==> config.mk <==
export PLATFORM = sky130hd
export DESIGN_NAME = art_timer
export DESIGN_NICKNAME = d
export VERILOG_FILES = /design/src/hw/art_timer_pkg.sv /design/src/hw/art_timer.sv
export SDC_FILE = /design/constraint.sdc
export NUM_CORES = 1
export LEC_CHECK = 0
export ABC_AREA = 0
export BUFFER_PORTS_ARGS = -buffer_cell sky130_fd_sc_hd__buf_2
export CORE_MARGIN = 3
export CORE_UTILIZATION = 58
export CTS_CLUSTER_SIZE = 16
export DETAILED_ROUTE_END_ITERATION = 8
export GPL_TIMING_DRIVEN = 0
export PLACE_DENSITY = 0.82
export SLEW_MARGIN = 10
export SYNTH_ARGS = -nofsm -noshare
export SYNTH_HDL_FRONTEND = slang
export SYNTH_SLANG_ARGS = --single-unit
export TNS_END_PERCENT = 50
==> constraint.sdc <==
create_clock -name pclk -period 4.31 [get_ports pclk]
set_input_delay 0.862 -clock pclk [delete_from_list [all_inputs] [get_ports pclk]]
set_output_delay 0.862 -clock pclk [all_outputs]
set_load 0.03 [all_outputs]
==> src/hw/art_timer_pkg.sv <==
// Purpose: Constants and state layout for the auto-reload PWM and capture timer.
// Assumes: APB slave, 32-bit data, one byte register per aligned word.
// Notes:   Register indices are kept as printed; byte address is four times the index.
// Behaviour
// - In halt with external clock, control registers stay frozen, counter keeps counting.
// - In halt with external clock and overflow enable, next overflow raises wake.
// - Selected capture edge copies counter into capture data and sets capture flag.
// - Interrupt stays asserted while an enabled channel's capture flag is set.
// - After a capture, capture data is not updated again until read.
// - Capture inputs double as edge interrupts that wake the processor from halt.
// - Control bit 7 selects CPU clock (0) or external clock (1).
// - Bits 6:4 divide the input clock by two to the field value.
// - Run enable bit 3 freezes prescaler and counter when clear.
// - Writing force reload bit 2 loads reload value, clears prescaler, reads zero.
// - Overflow request only while overflow flag and its enable are set.
// - Overflow flag set on FFh to reload, cleared by reading control/status.
// - Counter access register reads live count; a write replaces the count.
// - Overflow reloads counter and sets every PWM output to its polarity level; the code does so only where duty is at or above the reload value.
// - PWM control bits 7:4 enable each PWM output pin independently.
// - Output high while counter at or below compare, inverted by polarity bit.
// - A polarity change inverts the PWM output at once.
// - Duty register sets second edge; reload value sets the common first edge.
// - Capture control/status bits 7:6 always read as zero.
// - Capture edge bits 5:4 choose falling (0) or rising (1) edge.
// - Capture interrupt enable bits 3:2 gate each channel's interrupt.
// - Capture flags set by hardware, cleared by reading that channel's data.
// - Counter advances by one on each prescaler output tick.
// - Hidden compare registers load from duty registers only at overflow.
// - Forced reload or counter write also clears the 7-bit prescaler.
package art_timer_pkg;

  // Register indices, byte address is index times four.
  localparam logic [9:0] IDX_DUTY3   = 10'h073;
  localparam logic [9:0] IDX_DUTY0   = 10'h076;
  localparam logic [9:0] IDX_PWMCTL  = 10'h077;
  localparam logic [9:0] IDX_CSR     = 10'h078;
  localparam logic [9:0] IDX_CNT     = 10'h079;
  localparam logic [9:0] IDX_RELOAD  = 10'h07A;
  localparam logic [9:0] IDX_CAPCSR  = 10'h07B;
  localparam logic [9:0] IDX_CAP1    = 10'h07C;
  localparam logic [9:0] IDX_CAP2    = 10'h07D;

  // Field positions in the timer control/status register.
  localparam int CSR_EXT_CLOCK_SELECT_BIT  = 7;
  localparam int CSR_DIV_LSB   = 4;
  localparam int CSR_RUN_BIT   = 3;
  localparam int CSR_FRL_BIT   = 2;
  localparam int CSR_OIE_BIT   = 1;
  localparam int CSR_OVF_BIT   = 0;

  // Field positions in the capture control/status register.
  localparam int CAP_EDGE_LSB  = 4;
  localparam int CAP_IE_LSB    = 2;
  localparam int CAP_FLAG_LSB  = 0;

  // Values after reset and fixed counts.
  localparam logic [7:0] BYTE_RST    = 8'h00;
  localparam logic [7:0] CNT_TOP     = 8'hFF;
  localparam logic [6:0] PRESC_RST   = 7'h00;
  // Count and compare both clear to zero, so a channel sits at or below compare.
  localparam logic [3:0] PWM_RST     = 4'hF;
  localparam int         PWM_CHANS   = 4;
  localparam int         CAP_CHANS   = 2;

  // Whole state of the timer, registered as one word.
  typedef struct packed {
    logic             ext_clock_select;
    logic [2:0]       counter_clock_divider;
    logic             counter_run_enable;
    logic             overflow_irq_enable;
    logic             overflow_flag;
    logic [7:0]       cnt;
    logic [7:0]       reload;
    logic [3:0]       out_enable;
    logic [3:0]       channel_polarity;
    logic [3:0][7:0]  duty;
    logic [3:0][7:0]  compare_shadow;
    logic [1:0]       cap_edge;
    logic [1:0]       capture_irq_enable;
    logic [1:0]       capture_flag;
    logic [1:0][7:0]  capture_data;
    logic [6:0]       presc;
    logic [2:0]       ext_sync;
    logic [1:0][2:0]  cap_sync;
    logic [3:0]       pwm;
    logic [31:0]      rdata;
    logic             err;
  } state_t;

  // Pin group of the four PWM outputs.
  typedef struct packed {
    logic [3:0] level;
    logic [3:0] oe;
  } pwm_pins_t;

endpackage
==> src/hw/art_timer.sv <==
// Purpose: Auto-reload 8-bit timer with prescaler, four PWM outputs and two captures.
// Assumes: APB slave with no wait states; halt_mode comes from logic on pclk.
// Notes:   External clock and capture pins are sampled, so they must be slower than pclk/2.
//
// Design decisions made here: the register addresses and the APB slave port.
`timescale 1ns/100ps
module art_timer (
  // APB slave.
  input  wire logic                      pclk,
  input  wire logic                      presetn,
  input  wire logic                      psel,
  input  wire logic                      penable,
  input  wire logic                      pwrite,
  input  wire logic [31:0]               paddr,
  input  wire logic [31:0]               pwdata,
  output logic      [31:0]               prdata,
  output logic                           pready,
  output logic                           pslverr,
  // Power mode and wake.
  input  wire logic                      halt_mode,
  output logic                           timer_irq,
  output logic                           wake_req,
  // External pins.
  input  wire logic                      ext_clk_in,
  input  wire logic [1:0]                capture_input_pin,
  output art_timer_pkg::pwm_pins_t       pulse_output_pin
);
  import art_timer_pkg::*;

  state_t st_r;
  state_t st_nxt;

  // Mask of the prescaler tap chosen by the divider field.
  function automatic logic [6:0] tap_mask(input logic [2:0] div);
    logic [7:0] m;
    m = (8'h01 << div) - 8'h01;
    return m[6:0];
  endfunction

  // True for an index that holds a register.
  function automatic logic idx_mapped(input logic [9:0] idx);
    return (idx >= IDX_DUTY3) && (idx <= IDX_CAP2);
  endfunction

  logic [9:0] idx;
  logic       acc_wr;
  logic       acc_rd;
  logic       setup;
  logic       in_tick;
  logic       cnt_tick;
  logic       ovf_evt;
  logic       ext_rise;
  logic [1:0] cap_edge_hit;
  logic [1:0] cap_read;
  logic       csr_read;
  logic       wr_ok;
  logic       halted_ext;

  // Bus decode; the read word is latched in setup so prdata comes from a flop.
  assign idx    = paddr[11:2];
  assign setup  = psel && !penable;
  assign acc_wr = psel && penable && pwrite && !st_r.err;
  assign acc_rd = psel && penable && !pwrite && !st_r.err;
  assign wr_ok  = acc_wr && !halt_mode;
  assign csr_read = acc_rd && (idx == IDX_CSR);
  assign cap_read[0] = acc_rd && (idx == IDX_CAP1);
  assign cap_read[1] = acc_rd && (idx == IDX_CAP2);
  assign halted_ext  = halt_mode && st_r.ext_clock_select;

  // Edge detectors look only at the second and third sync stages.
  assign ext_rise = st_r.ext_sync[1] && !st_r.ext_sync[2];
  always_comb begin
    for (int c = 0; c < CAP_CHANS; c++) begin
      cap_edge_hit[c] = st_r.cap_edge[c] ?
                        (st_r.cap_sync[c][1] && !st_r.cap_sync[c][2]) :
                        (!st_r.cap_sync[c][1] && st_r.cap_sync[c][2]);
    end
  end

  // Input tick: CPU clock every cycle, else a synchronised external rising edge.
  // With the CPU clock selected the counter sleeps in halt, since halt_mode masks the tick there.
  assign in_tick  = st_r.counter_run_enable &&
                    (st_r.ext_clock_select ? ext_rise : !halt_mode);
  assign cnt_tick = in_tick &&
                    ((st_r.presc & tap_mask(st_r.counter_clock_divider)) ==
                     tap_mask(st_r.counter_clock_divider));
  assign ovf_evt  = cnt_tick && (st_r.cnt == CNT_TOP) &&
                    !(wr_ok && (idx == IDX_CNT));

  // Next-state logic for the whole timer.
  always_comb begin
    st_nxt = st_r;
    // Synchronisers for pins from outside the clock domain.
    st_nxt.ext_sync = {st_r.ext_sync[1:0], ext_clk_in};
    for (int c = 0; c < CAP_CHANS; c++) begin
      st_nxt.cap_sync[c] = {st_r.cap_sync[c][1:0], capture_input_pin[c]};
    end

    // Prescaler and counter.
    if (in_tick) begin
      st_nxt.presc = st_r.presc + 7'h01;
    end
    if (cnt_tick) begin
      if (st_r.cnt == CNT_TOP) begin
        st_nxt.cnt = st_r.reload;
        st_nxt.compare_shadow = st_r.duty;
      end else begin
        st_nxt.cnt = st_r.cnt + 8'h01;
      end
    end

    // Overflow flag: a set in the same cycle as the clearing read wins.
    if (csr_read) begin
      st_nxt.overflow_flag = 1'b0;
    end
    if (ovf_evt) begin
      st_nxt.overflow_flag = 1'b1;
    end

    // Capture flags and data; a capture beats the clearing read of old data.
    for (int c = 0; c < CAP_CHANS; c++) begin
      if (cap_read[c]) begin
        st_nxt.capture_flag[c] = 1'b0;
      end
      if (cap_edge_hit[c] && (!st_r.capture_flag[c] || cap_read[c])) begin
        st_nxt.capture_data[c] = st_r.cnt;
        st_nxt.capture_flag[c] = 1'b1;
      end
    end

    // Register writes, ignored while the processor is halted.
    if (wr_ok) begin
      case (idx)
        IDX_CSR: begin
          st_nxt.ext_clock_select      = pwdata[CSR_EXT_CLOCK_SELECT_BIT];
          st_nxt.counter_clock_divider = pwdata[CSR_DIV_LSB +: 3];
          st_nxt.counter_run_enable    = pwdata[CSR_RUN_BIT];
          st_nxt.overflow_irq_enable   = pwdata[CSR_OIE_BIT];
          if (pwdata[CSR_FRL_BIT]) begin
            st_nxt.cnt   = st_r.reload;
            st_nxt.presc = PRESC_RST;
          end
        end
        IDX_CNT: begin
          st_nxt.cnt   = pwdata[7:0];
          st_nxt.presc = PRESC_RST;
        end
        IDX_RELOAD: begin
          st_nxt.reload = pwdata[7:0];
        end
        IDX_PWMCTL: begin
          st_nxt.out_enable       = pwdata[7:4];
          st_nxt.channel_polarity = pwdata[3:0];
        end
        IDX_CAPCSR: begin
          st_nxt.cap_edge           = pwdata[CAP_EDGE_LSB +: 2];
          st_nxt.capture_irq_enable = pwdata[CAP_IE_LSB +: 2];
        end
        default: begin
          for (int k = 0; k < PWM_CHANS; k++) begin
            if (idx == IDX_DUTY0 - 10'(k)) begin
              st_nxt.duty[k] = pwdata[7:0];
            end
          end
        end
      endcase
    end

    // PWM levels follow the next count, compare and polarity, so an overflow
    // and a polarity write both show on the pin one cycle later.
    for (int k = 0; k < PWM_CHANS; k++) begin
      st_nxt.pwm[k] = (st_nxt.cnt <= st_nxt.compare_shadow[k]) ^
                      st_nxt.channel_polarity[k];
    end

    // Read word and error are latched in the setup cycle.
    if (setup) begin
      st_nxt.err   = !idx_mapped(idx) || (paddr[1:0] != 2'b00) || (paddr[31:12] != 20'h0);
      st_nxt.rdata = 32'h0000_0000;
      case (idx)
        IDX_CSR: begin
          st_nxt.rdata[7:0] = {st_r.ext_clock_select, st_r.counter_clock_divider,
                               st_r.counter_run_enable, 1'b0,
                               st_r.overflow_irq_enable, st_r.overflow_flag};
        end
        IDX_CNT:    st_nxt.rdata[7:0] = st_r.cnt;
        IDX_RELOAD: st_nxt.rdata[7:0] = st_r.reload;
        IDX_PWMCTL: st_nxt.rdata[7:0] = {st_r.out_enable, st_r.channel_polarity};
        IDX_CAPCSR: begin
          st_nxt.rdata[7:0] = {2'b00, st_r.cap_edge,
                               st_r.capture_irq_enable, st_r.capture_flag};
        end
        IDX_CAP1:   st_nxt.rdata[7:0] = st_r.capture_data[0];
        IDX_CAP2:   st_nxt.rdata[7:0] = st_r.capture_data[1];
        default: begin
          for (int k = 0; k < PWM_CHANS; k++) begin
            if (idx == IDX_DUTY0 - 10'(k)) begin
              st_nxt.rdata[7:0] = st_r.duty[k];
            end
          end
        end
      endcase
    end
  end

  // State register; every field clears on reset except pwm, which loads PWM_RST.
  always_ff @(posedge pclk or negedge presetn) begin
    if (!presetn) begin
      st_r     <= '0;
      st_r.pwm <= PWM_RST;
    end else begin
      st_r <= st_nxt;
    end
  end

  // Outputs.
  assign prdata  = st_r.rdata;
  assign pready  = 1'b1;
  assign pslverr = psel && penable && st_r.err;
  assign timer_irq = (st_r.overflow_flag && st_r.overflow_irq_enable) ||
                     |(st_r.capture_flag & st_r.capture_irq_enable);
  // Wake only makes sense in halt; the overflow source only counts with fEXT.
  assign wake_req  = halt_mode &&
                     ((halted_ext && st_r.overflow_flag && st_r.overflow_irq_enable) ||
                      |(st_r.capture_flag & st_r.capture_irq_enable));
  assign pulse_output_pin.level = st_r.pwm & st_r.out_enable;
  assign pulse_output_pin.oe    = st_r.out_enable;
endmodule

==> flow_summary.rst, run 1 <==
.. list-table::
   :header-rows: 1

   * - Metric
     - Value
   * - Area of all placed cells without fillers
     - 0.009493 mm2
   * - Number of buffers added by the clock tree synthesis step
     - 17
   * - Final Critical Period
     - 4184 ps
   * - Count of nets after finishing
     - 953
   * - Mean cell area of the mapped netlist
     - 11.03 um2
   * - Fraction of post-synthesis cell area in the top cell type by area
     - 43.77%
   * - Post-Layout Cell Count
     - 1035
   * - Detailed-route via count
     - 6500
   * - IR Drop Worst-Case VDD
     - 0.3059 mV
   * - Latest clock arrival within the worst-skew pair
     - 430 ps
   * - Half-perimeter wire length after detailed placement
     - 17390 um
   * - Starting density of the core
     - 60.34%
   * - Placed insts
     - 1002
   * - Most frequent standard cell in the layout excluding fill and tap cells
     - dfrtp_1
   * - Tightest slew margin relative to the limit
     - 39.72%
   * - Clk buf depth
     - 2
   * - Std-Cell Rows
     - 42
   * - Worst Clk Skew
     - 9.279 ps
   * - Final Setup Violations
     - 0
   * - Clock slew at reported path FFs
     - 60 ps
   * - Top Ports
     - 117
   * - ANT nets after route
     - 0
   * - FF+latch count, synth
     - 146
   * - Fraction of the yosys area taken by sequential cells
     - 45.07%
   * - Max Transition Viols Final
     - 0
   * - Final design utilization
     - 70.56%
   * - Most frequent cells in the layout
     - dfrtp_1, mux2_2, buf_2
   * - Die Width
     - 124.3 um
   * - Count of yosys warnings during synthesis
     - 0
   * - Req. time, crit path
     - 4630 ps
   * - Most used DFF post-synth
     - dfrtp_1
   * - Number of buffers added on ports
     - 65
   * - Core Region
     - 0.01345 mm2
   * - Number of violations reported at the end of detailed-routing iteration 0
     - 659
   * - Post-DR vias/cell
     - 6.280
   * - Total standard cell area after synthesis
     - 0.008118 mm2
   * - Status
     - complete, no violations
   * - Setup crit end kind
     - flip-flop
   * - Path type of the worst min-delay path
     - flip-flop to flip-flop
   * - Post-synthesis to final-layout area growth
     - 16.94%
   * - Grt total ovfl
     - 0
   * - Number of synthesized flops with an enable pin
     - 0
   * - Cell taking the most area after synthesis
     - dfrtp_1
   * - CTS sink cnt
     - 146
   * - Routed wire per std cell
     - 23.35 um
   * - Global-route wire length before repair
     - 37920 um
   * - Root buffer cell
     - clkbuf_16
   * - Final Hold Viols
     - 0
   * - Final critical-path share of the clock period
     - 97.08%
   * - Number of antenna violations at the first check in global routing
     - 0
   * - Residual DRC count
     - 0
   * - Type of the worst setup path
     - flip-flop to flip-flop
   * - PwrDens
     - 331.8 mW/mm2
   * - Slew at the pin closest to its max-slew limit
     - 901.9 ps
   * - Gpl congestion
     - 0.9758
   * - Mapped Cells
     - 736
   * - Type of origin of the critical path
     - flip-flop
   * - Worst Hold Margin
     - 348.4 ps
   * - Placed standard-cell area
     - 0.008788 mm2
   * - Maximum net fanout on the critical path
     - 10
   * - Layout cells sized above 1
     - 30.42%
   * - Static leakage
     - 4.750 nW
   * - Total length of routed wires
     - 24170 um
   * - Worst EP arrival
     - 4510 ps
   * - Share of flip-flops with an asynchronous set or reset after synthesis
     - 100.0%
   * - Highest Clock Rate
     - 239.0 MHz
   * - Via count of the first global-routing pass
     - 6544
   * - H-tree depth reported by CTS
     - 4
   * - Netlist cell types
     - 71
   * - Die boundary height
     - 124.3 um
   * - Biggest area contributors in the synthesized netlist
     - dfrtp_1, mux2_2, ha_1
   * - Max-capacitance violation count
     - 0
   * - Number of search-and-repair iterations in the first detailed-routing pass
     - 7
   * - Total Negative Setup Slacks
     - 0 ps
   * - Gr usage total
     - 31.54%
   * - Area of the die
     - 0.01545 mm2
   * - CTS tree
     - built
   * - Maximum number of pins on one net before global-route repair
     - 85
==> final timing paths <==
path	end	cells after the start	startpoint	slack, ps
worst max register to register	st_r[35]	17	st_r[166]	130
worst min register to register	st_nxt[39]	0	st_nxt[38]	350
max in group asynchronous	st_r[35]	2	presetn	3020
min in group asynchronous	st_r[48]	1	presetn	430
worst min-delay path	st_nxt[39]	0	st_nxt[38]	350
worst max-delay path	st_r[35]	17	st_r[166]	130
==> per-stage QoR <==
stage	power, mW	setup WS [ps]
global placement	1.666	-642.8
global route	3.237	-12.27
detailed placement	1.679	-686.8
floorplan	1.569	685.3
CTS	3.143	43.35
finish	3.150	126.0
==> Yosys cell counts, drive strengths merged (3+ instances only) <==
library cell,n
a221oi,4
nor3b,4
a21oi,16
and3,17
nor2b,11
and2,6
nor4,11
nand4,9
inv,34
ha,35
a32oi,3
a22o,4
xnor2,5
nand3b,5
buf,50
o31ai,3
or3,3
a21o,9
a22oi,11
dfstp,4
a211o,4
mux4,5
clkbuf,14
or3b,3
xor2,3
o21ai,31
mux2i,41
o22ai,3
dfrtp,142
nor2,23
o21a,10
nor4b,3
a32o,3
nor3,9
nand3,24
a31oi,6
mux2,83
nand2,49
a222oi,3
==> cell type report <==
class,instances,area [um2]
clock buffer,21,460.4
timing repair buffer,69,391.6
inverter,34,127.6
clock inverter,11,127.6
fill,982,3960
tap,176,220.2
sequential,146,3661
multi-input combinational,515,4109
buffer,62,392.9
antenna,1,2.502
==> routing by layer <==
layer | up-vias | wire length (um) | GRT usage, %
met5 | - | 0 | 0
met4 | 0 | 701 | 11.80
met3 | 50 | 1577 | 5.703
met2 | 292 | 12030 | 52.13
met1 | 3296 | 9861 | 41.71
li1 | 2862 | - | -
==> critical path: stages, from the launching register on <==
cell	delay (ps)
dfrtp_1	360
clkbuf_1	210
or3_1	360
ha_1	290
and3b_1	250
a31oi_1	60
and3_2	290
nor3_4	240
buf_12	160
buf_6	190
mux2i_2	260
ha_1	270
nor2b_1	140
o21a_1	170
o21a_1	170
o21ai_0	190
a21oi_1	140
xnor2_1	300
==> sequential cells by signal (all words and copies together) (netlist names) <==
register and flops:
st_nxt 6, pulse_output_pin 4, st_r 128, prdata 8
==> cell families (layout without fill, tap and decap cells) <==
kind of cell / after synthesis / count (layout) / synth area share [%]
AND/OR/NAND/NOR: 190 / 190 / 13.30
flip-flops: 146 / 146 / 45.07
multiplexers: 129 / 129 / 17.96
AO/OA/AOI/OAI: 128 / 128 / 10.93
buffers and inverters: 98 / 197 / 6.396
adder cells (fa/ha/maj): 35 / 35 / 5.395
XOR/XNOR: 8 / 8 / 0.8632
other: 2 / 26 / 0.09251
==> repair_timing <==
item	4_1_cts	5_1_grt
hold buffers	0	0
pin swaps	1	1
buffers inserted	1	1
endpoints found under the setup margin	4	4
hold endpoints to repair	0	0
gates resized for setup	9	12
==> where the power goes <==
group          total [mW]  internal [mW]  switching (mW)
Sequential           1.41           1.39          0.0134
Clock                1.49          0.886           0.601
Combinational       0.255         0.0896           0.165
Total                3.15           2.37           0.779
Note: power is estimated with default switching activity, not from simulation.
==> run 2, diff against run 1 <==
CTS_CLUSTER_DIAMETER = 200   (was unset)
PLACE_DENSITY = 0.91   (was 0.82)
==> run 2 against run 1 <==
Net effect:
- first-iteration DRC count up 24%
- register-to-register slack better by 40 ps
- combinational power down 2%
- critical endpoint is now st_r[34]
- maximum frequency up 0.85%
- wire length down 4.0%
- critical path type unchanged
- clock-buffer cell count down 2
==> flow_summary.rst, run 2 (synthesis results as in run 1) <==
.. list-table::
   :header-rows: 1

   * - Metric
     - Value
   * - Status
     - complete, no violations (unchanged)
   * - Worst EP arrival
     - 4520 ps (was 4510 ps)
   * - Std-Cell Rows
     - 42 (unchanged)
   * - Count of nets after finishing
     - 953 (unchanged)
   * - Residual DRC count
     - 0 (unchanged)
   * - Slew at the pin closest to its max-slew limit
     - 929.9 ps (was 901.9 ps)
   * - Latest clock arrival within the worst-skew pair
     - 440 ps (was 430 ps)
   * - Final Hold Viols
     - 0 (unchanged)
   * - Number of antenna violations at the first check in global routing
     - 1 (was 0)
   * - Global-route wire length before repair
     - 35920 um (was 37920 um)
   * - CTS tree
     - built (unchanged)
   * - Total length of routed wires
     - 23210 um (was 24170 um)
   * - Number of buffers added by the clock tree synthesis step
     - 17 (unchanged)
   * - Post-synthesis to final-layout area growth
     - 16.74% (was 16.94%)
   * - Clock slew at reported path FFs
     - 60 ps (about the same)
   * - Tightest slew margin relative to the limit
     - 37.84% (was 39.72%)
   * - Gr usage total
     - 29.87% (was 31.54%)
   * - Critical-path top delay cell
     - dfrtp_1 (unchanged)
   * - Type of the worst setup path
     - flip-flop to flip-flop (unchanged)
   * - Cell-by-cell trace of the critical path
     - clkbuf_1 > or3_1 > ha_1 > nor2b_1 > mux2i_1 > nand4_1 > nor3_4 > buf_12 > buf_2 > mux2i_1 > ha_1 > nor2b_1 > o21a_1 > o21a_1 > o21ai_0 > a21oi_1 > xnor2_1 (was clkbuf_1 > or3_1 > ha_1 > and3b_1 > a31oi_1 > and3_2 > nor3_4 > buf_12 > buf_6 > mux2i_2 > ha_1 > nor2b_1 > o21a_1 > o21a_1 > o21ai_0 > a21oi_1 > xnor2_1)
   * - Starting density of the core
     - 60.34% (unchanged)
   * - Routed wire per std cell
     - 22.45 um (was 23.35 um)
   * - Register with the most flip-flops
     - st_r (unchanged)
   * - Via count of the first global-routing pass
     - 6534 (was 6544)
   * - Number of violations reported at the end of detailed-routing iteration 0
     - 817 (was 659)
   * - H-tree depth reported by CTS
     - 4 (unchanged)
   * - Maximum number of pins on one net before global-route repair
     - 88 (was 85)
   * - Clk buf depth
     - 2 (unchanged)
   * - Max reg flops
     - 128 (unchanged)
   * - Final worst slack
     - 161.4 ps (was 126.0 ps)
   * - Die boundary height
     - 124.3 um (unchanged)
   * - Fill cell instance count of the final layout
     - 965 (was 982)
   * - Type of origin of the critical path
     - flip-flop (unchanged)
   * - Gpl congestion
     - 1.014 (was 0.9758)
   * - Top Ports
     - 117 (unchanged)
   * - Area of the die
     - 0.01545 mm2 (unchanged)
   * - Final Setup Violations
     - 0 (unchanged)
   * - Maximum net fanout on the critical path
     - 10 (unchanged)
   * - Number of buffers added on ports
     - 65 (unchanged)
   * - ANT nets after route
     - 0 (unchanged)
   * - Highest Clock Rate
     - 241.0 MHz (was 239.0 MHz)
   * - Grt total ovfl
     - 0 (unchanged)
   * - Core Region
     - 0.01345 mm2 (unchanged)
   * - Final Critical Period
     - 4149 ps (was 4184 ps)
   * - Most frequent standard cell in the layout excluding fill and tap cells
     - dfrtp_1 (unchanged)
   * - Most frequent cells in the layout
     - dfrtp_1, mux2_2, buf_2 (unchanged)
   * - Delay contributed by the slowest stage of the critical path
     - 370 ps (was 360 ps)
   * - Die Width
     - 124.3 um (unchanged)
   * - Max Transition Viols Final
     - 0 (unchanged)
   * - Number of inserted diodes
     - 0 (was 1)
   * - CTS sink cnt
     - 146 (unchanged)
   * - Root buffer cell
     - clkbuf_16 (unchanged)
   * - Power Total
     - 3.158 mW (was 3.150 mW)
   * - Detailed-route via count
     - 6641 (was 6500)
   * - PwrDens
     - 333.2 mW/mm2 (was 331.8 mW/mm2)
   * - IR Drop Worst-Case VDD
     - 0.2817 mV (was 0.3059 mV)
   * - Setup crit end kind
     - flip-flop (unchanged)
   * - Worst Clk Skew
     - 9.392 ps (was 9.279 ps)
   * - Number of search-and-repair iterations in the first detailed-routing pass
     - 6 (was 7)
   * - Static leakage
     - 4.753 nW (was 4.750 nW)
   * - Req. time, crit path
     - 4680 ps (was 4630 ps)
   * - Path type of the worst min-delay path
     - flip-flop to flip-flop (unchanged)
   * - Area occupied by registers
     - 0.003659 mm2 (was 0.003661 mm2)
   * - Worst slack, placed
     - -173.2 ps (was -686.8 ps)
   * - Final critical-path share of the clock period
     - 96.25% (was 97.08%)
   * - Max-capacitance violation count
     - 0 (unchanged)
   * - Half-perimeter wire length after detailed placement
     - 16010 um (was 17390 um)
   * - Post-DR vias/cell
     - 6.423 (was 6.280)
   * - Multi-input logic area
     - 0.004095 mm2 (was 0.004109 mm2)
   * - Layout cells sized above 1
     - 30.19% (was 30.42%)
[run 2: stage by stage]
stage	std cells	TNS (ps)	cell area (um2)	utilization (%)	hold WS, ps
6_report	1034	0	9477	70.44	352.2
3_5_place_dp	1002	-608.7	8788	65.33	342.6
3_3_place_gp	1000	-890.8	8750	65.04	334.3
5_1_grt	1034	-87.39	9477	70.44	366.0
4_1_cts	1034	0	9410	69.95	356.0
2_1_floorplan	759	0	8204	-	331.2
[run 2: area by class of cell]
class                           instances  area share [%]
Timing Repair Buffer                   69           4.133
Clock inverter                         13           1.598
Buffer                                 62           4.106
Inverter                               34           1.347
Sequential cell                       146           38.61
Multi-Input combinational cell        515           43.21
Tap cell                              176           2.324
Clock buffer                           19           4.674
[run 2: routing by layer]
metal / global-route usage [%] / share of wire (%)
met5: 0 / 0.056
met4: 12.19 / 4.6
met3: 10.03 / 11
met2: 47.20 / 47
met1: 37.94 / 38
[run 2: what timing repair did]
action / CTS / global route
endpoints found under the setup margin: 4 / 4
pin swaps: 1 / 1
setup buffers: 0 / 2
resized for setup: 6 / 10
hold buffers: 0 / 0
endpoints found under the hold margin: 0 / 0
[run 2: final timing paths]
check	from	endpoint	slack, ps	cells after the start
worst max-delay path	st_r[166]	st_r[34]	160	17
worst min register to register	st_nxt[41]	st_nxt[42]	350	0
max in group asynchronous	presetn	st_r[33]	3090	2
min in group asynchronous	presetn	st_nxt[45]	380	1
worst max register to register	st_r[166]	st_r[34]	160	17
worst min-delay path	st_nxt[41]	st_nxt[42]	350	0
[run 2: critical path: cells and delay by family (launching register included)]
family,cells,cell delay [ps]
XOR/XNOR,1,150
flip-flops,1,370
adder cells (fa/ha/maj),2,570
AO/OA/AOI/OAI,4,600
multiplexers,2,470
AND/OR/NAND/NOR,5,1220
buffers and inverters,3,690
[run 2: report_power, final]
part           leakage [nW]  total (mW)  switching (mW)  internal (mW)
logic                  2.48       0.249           0.160         0.0891
clock network         0.288        1.50           0.623          0.878
registers              1.98        1.41          0.0136           1.39
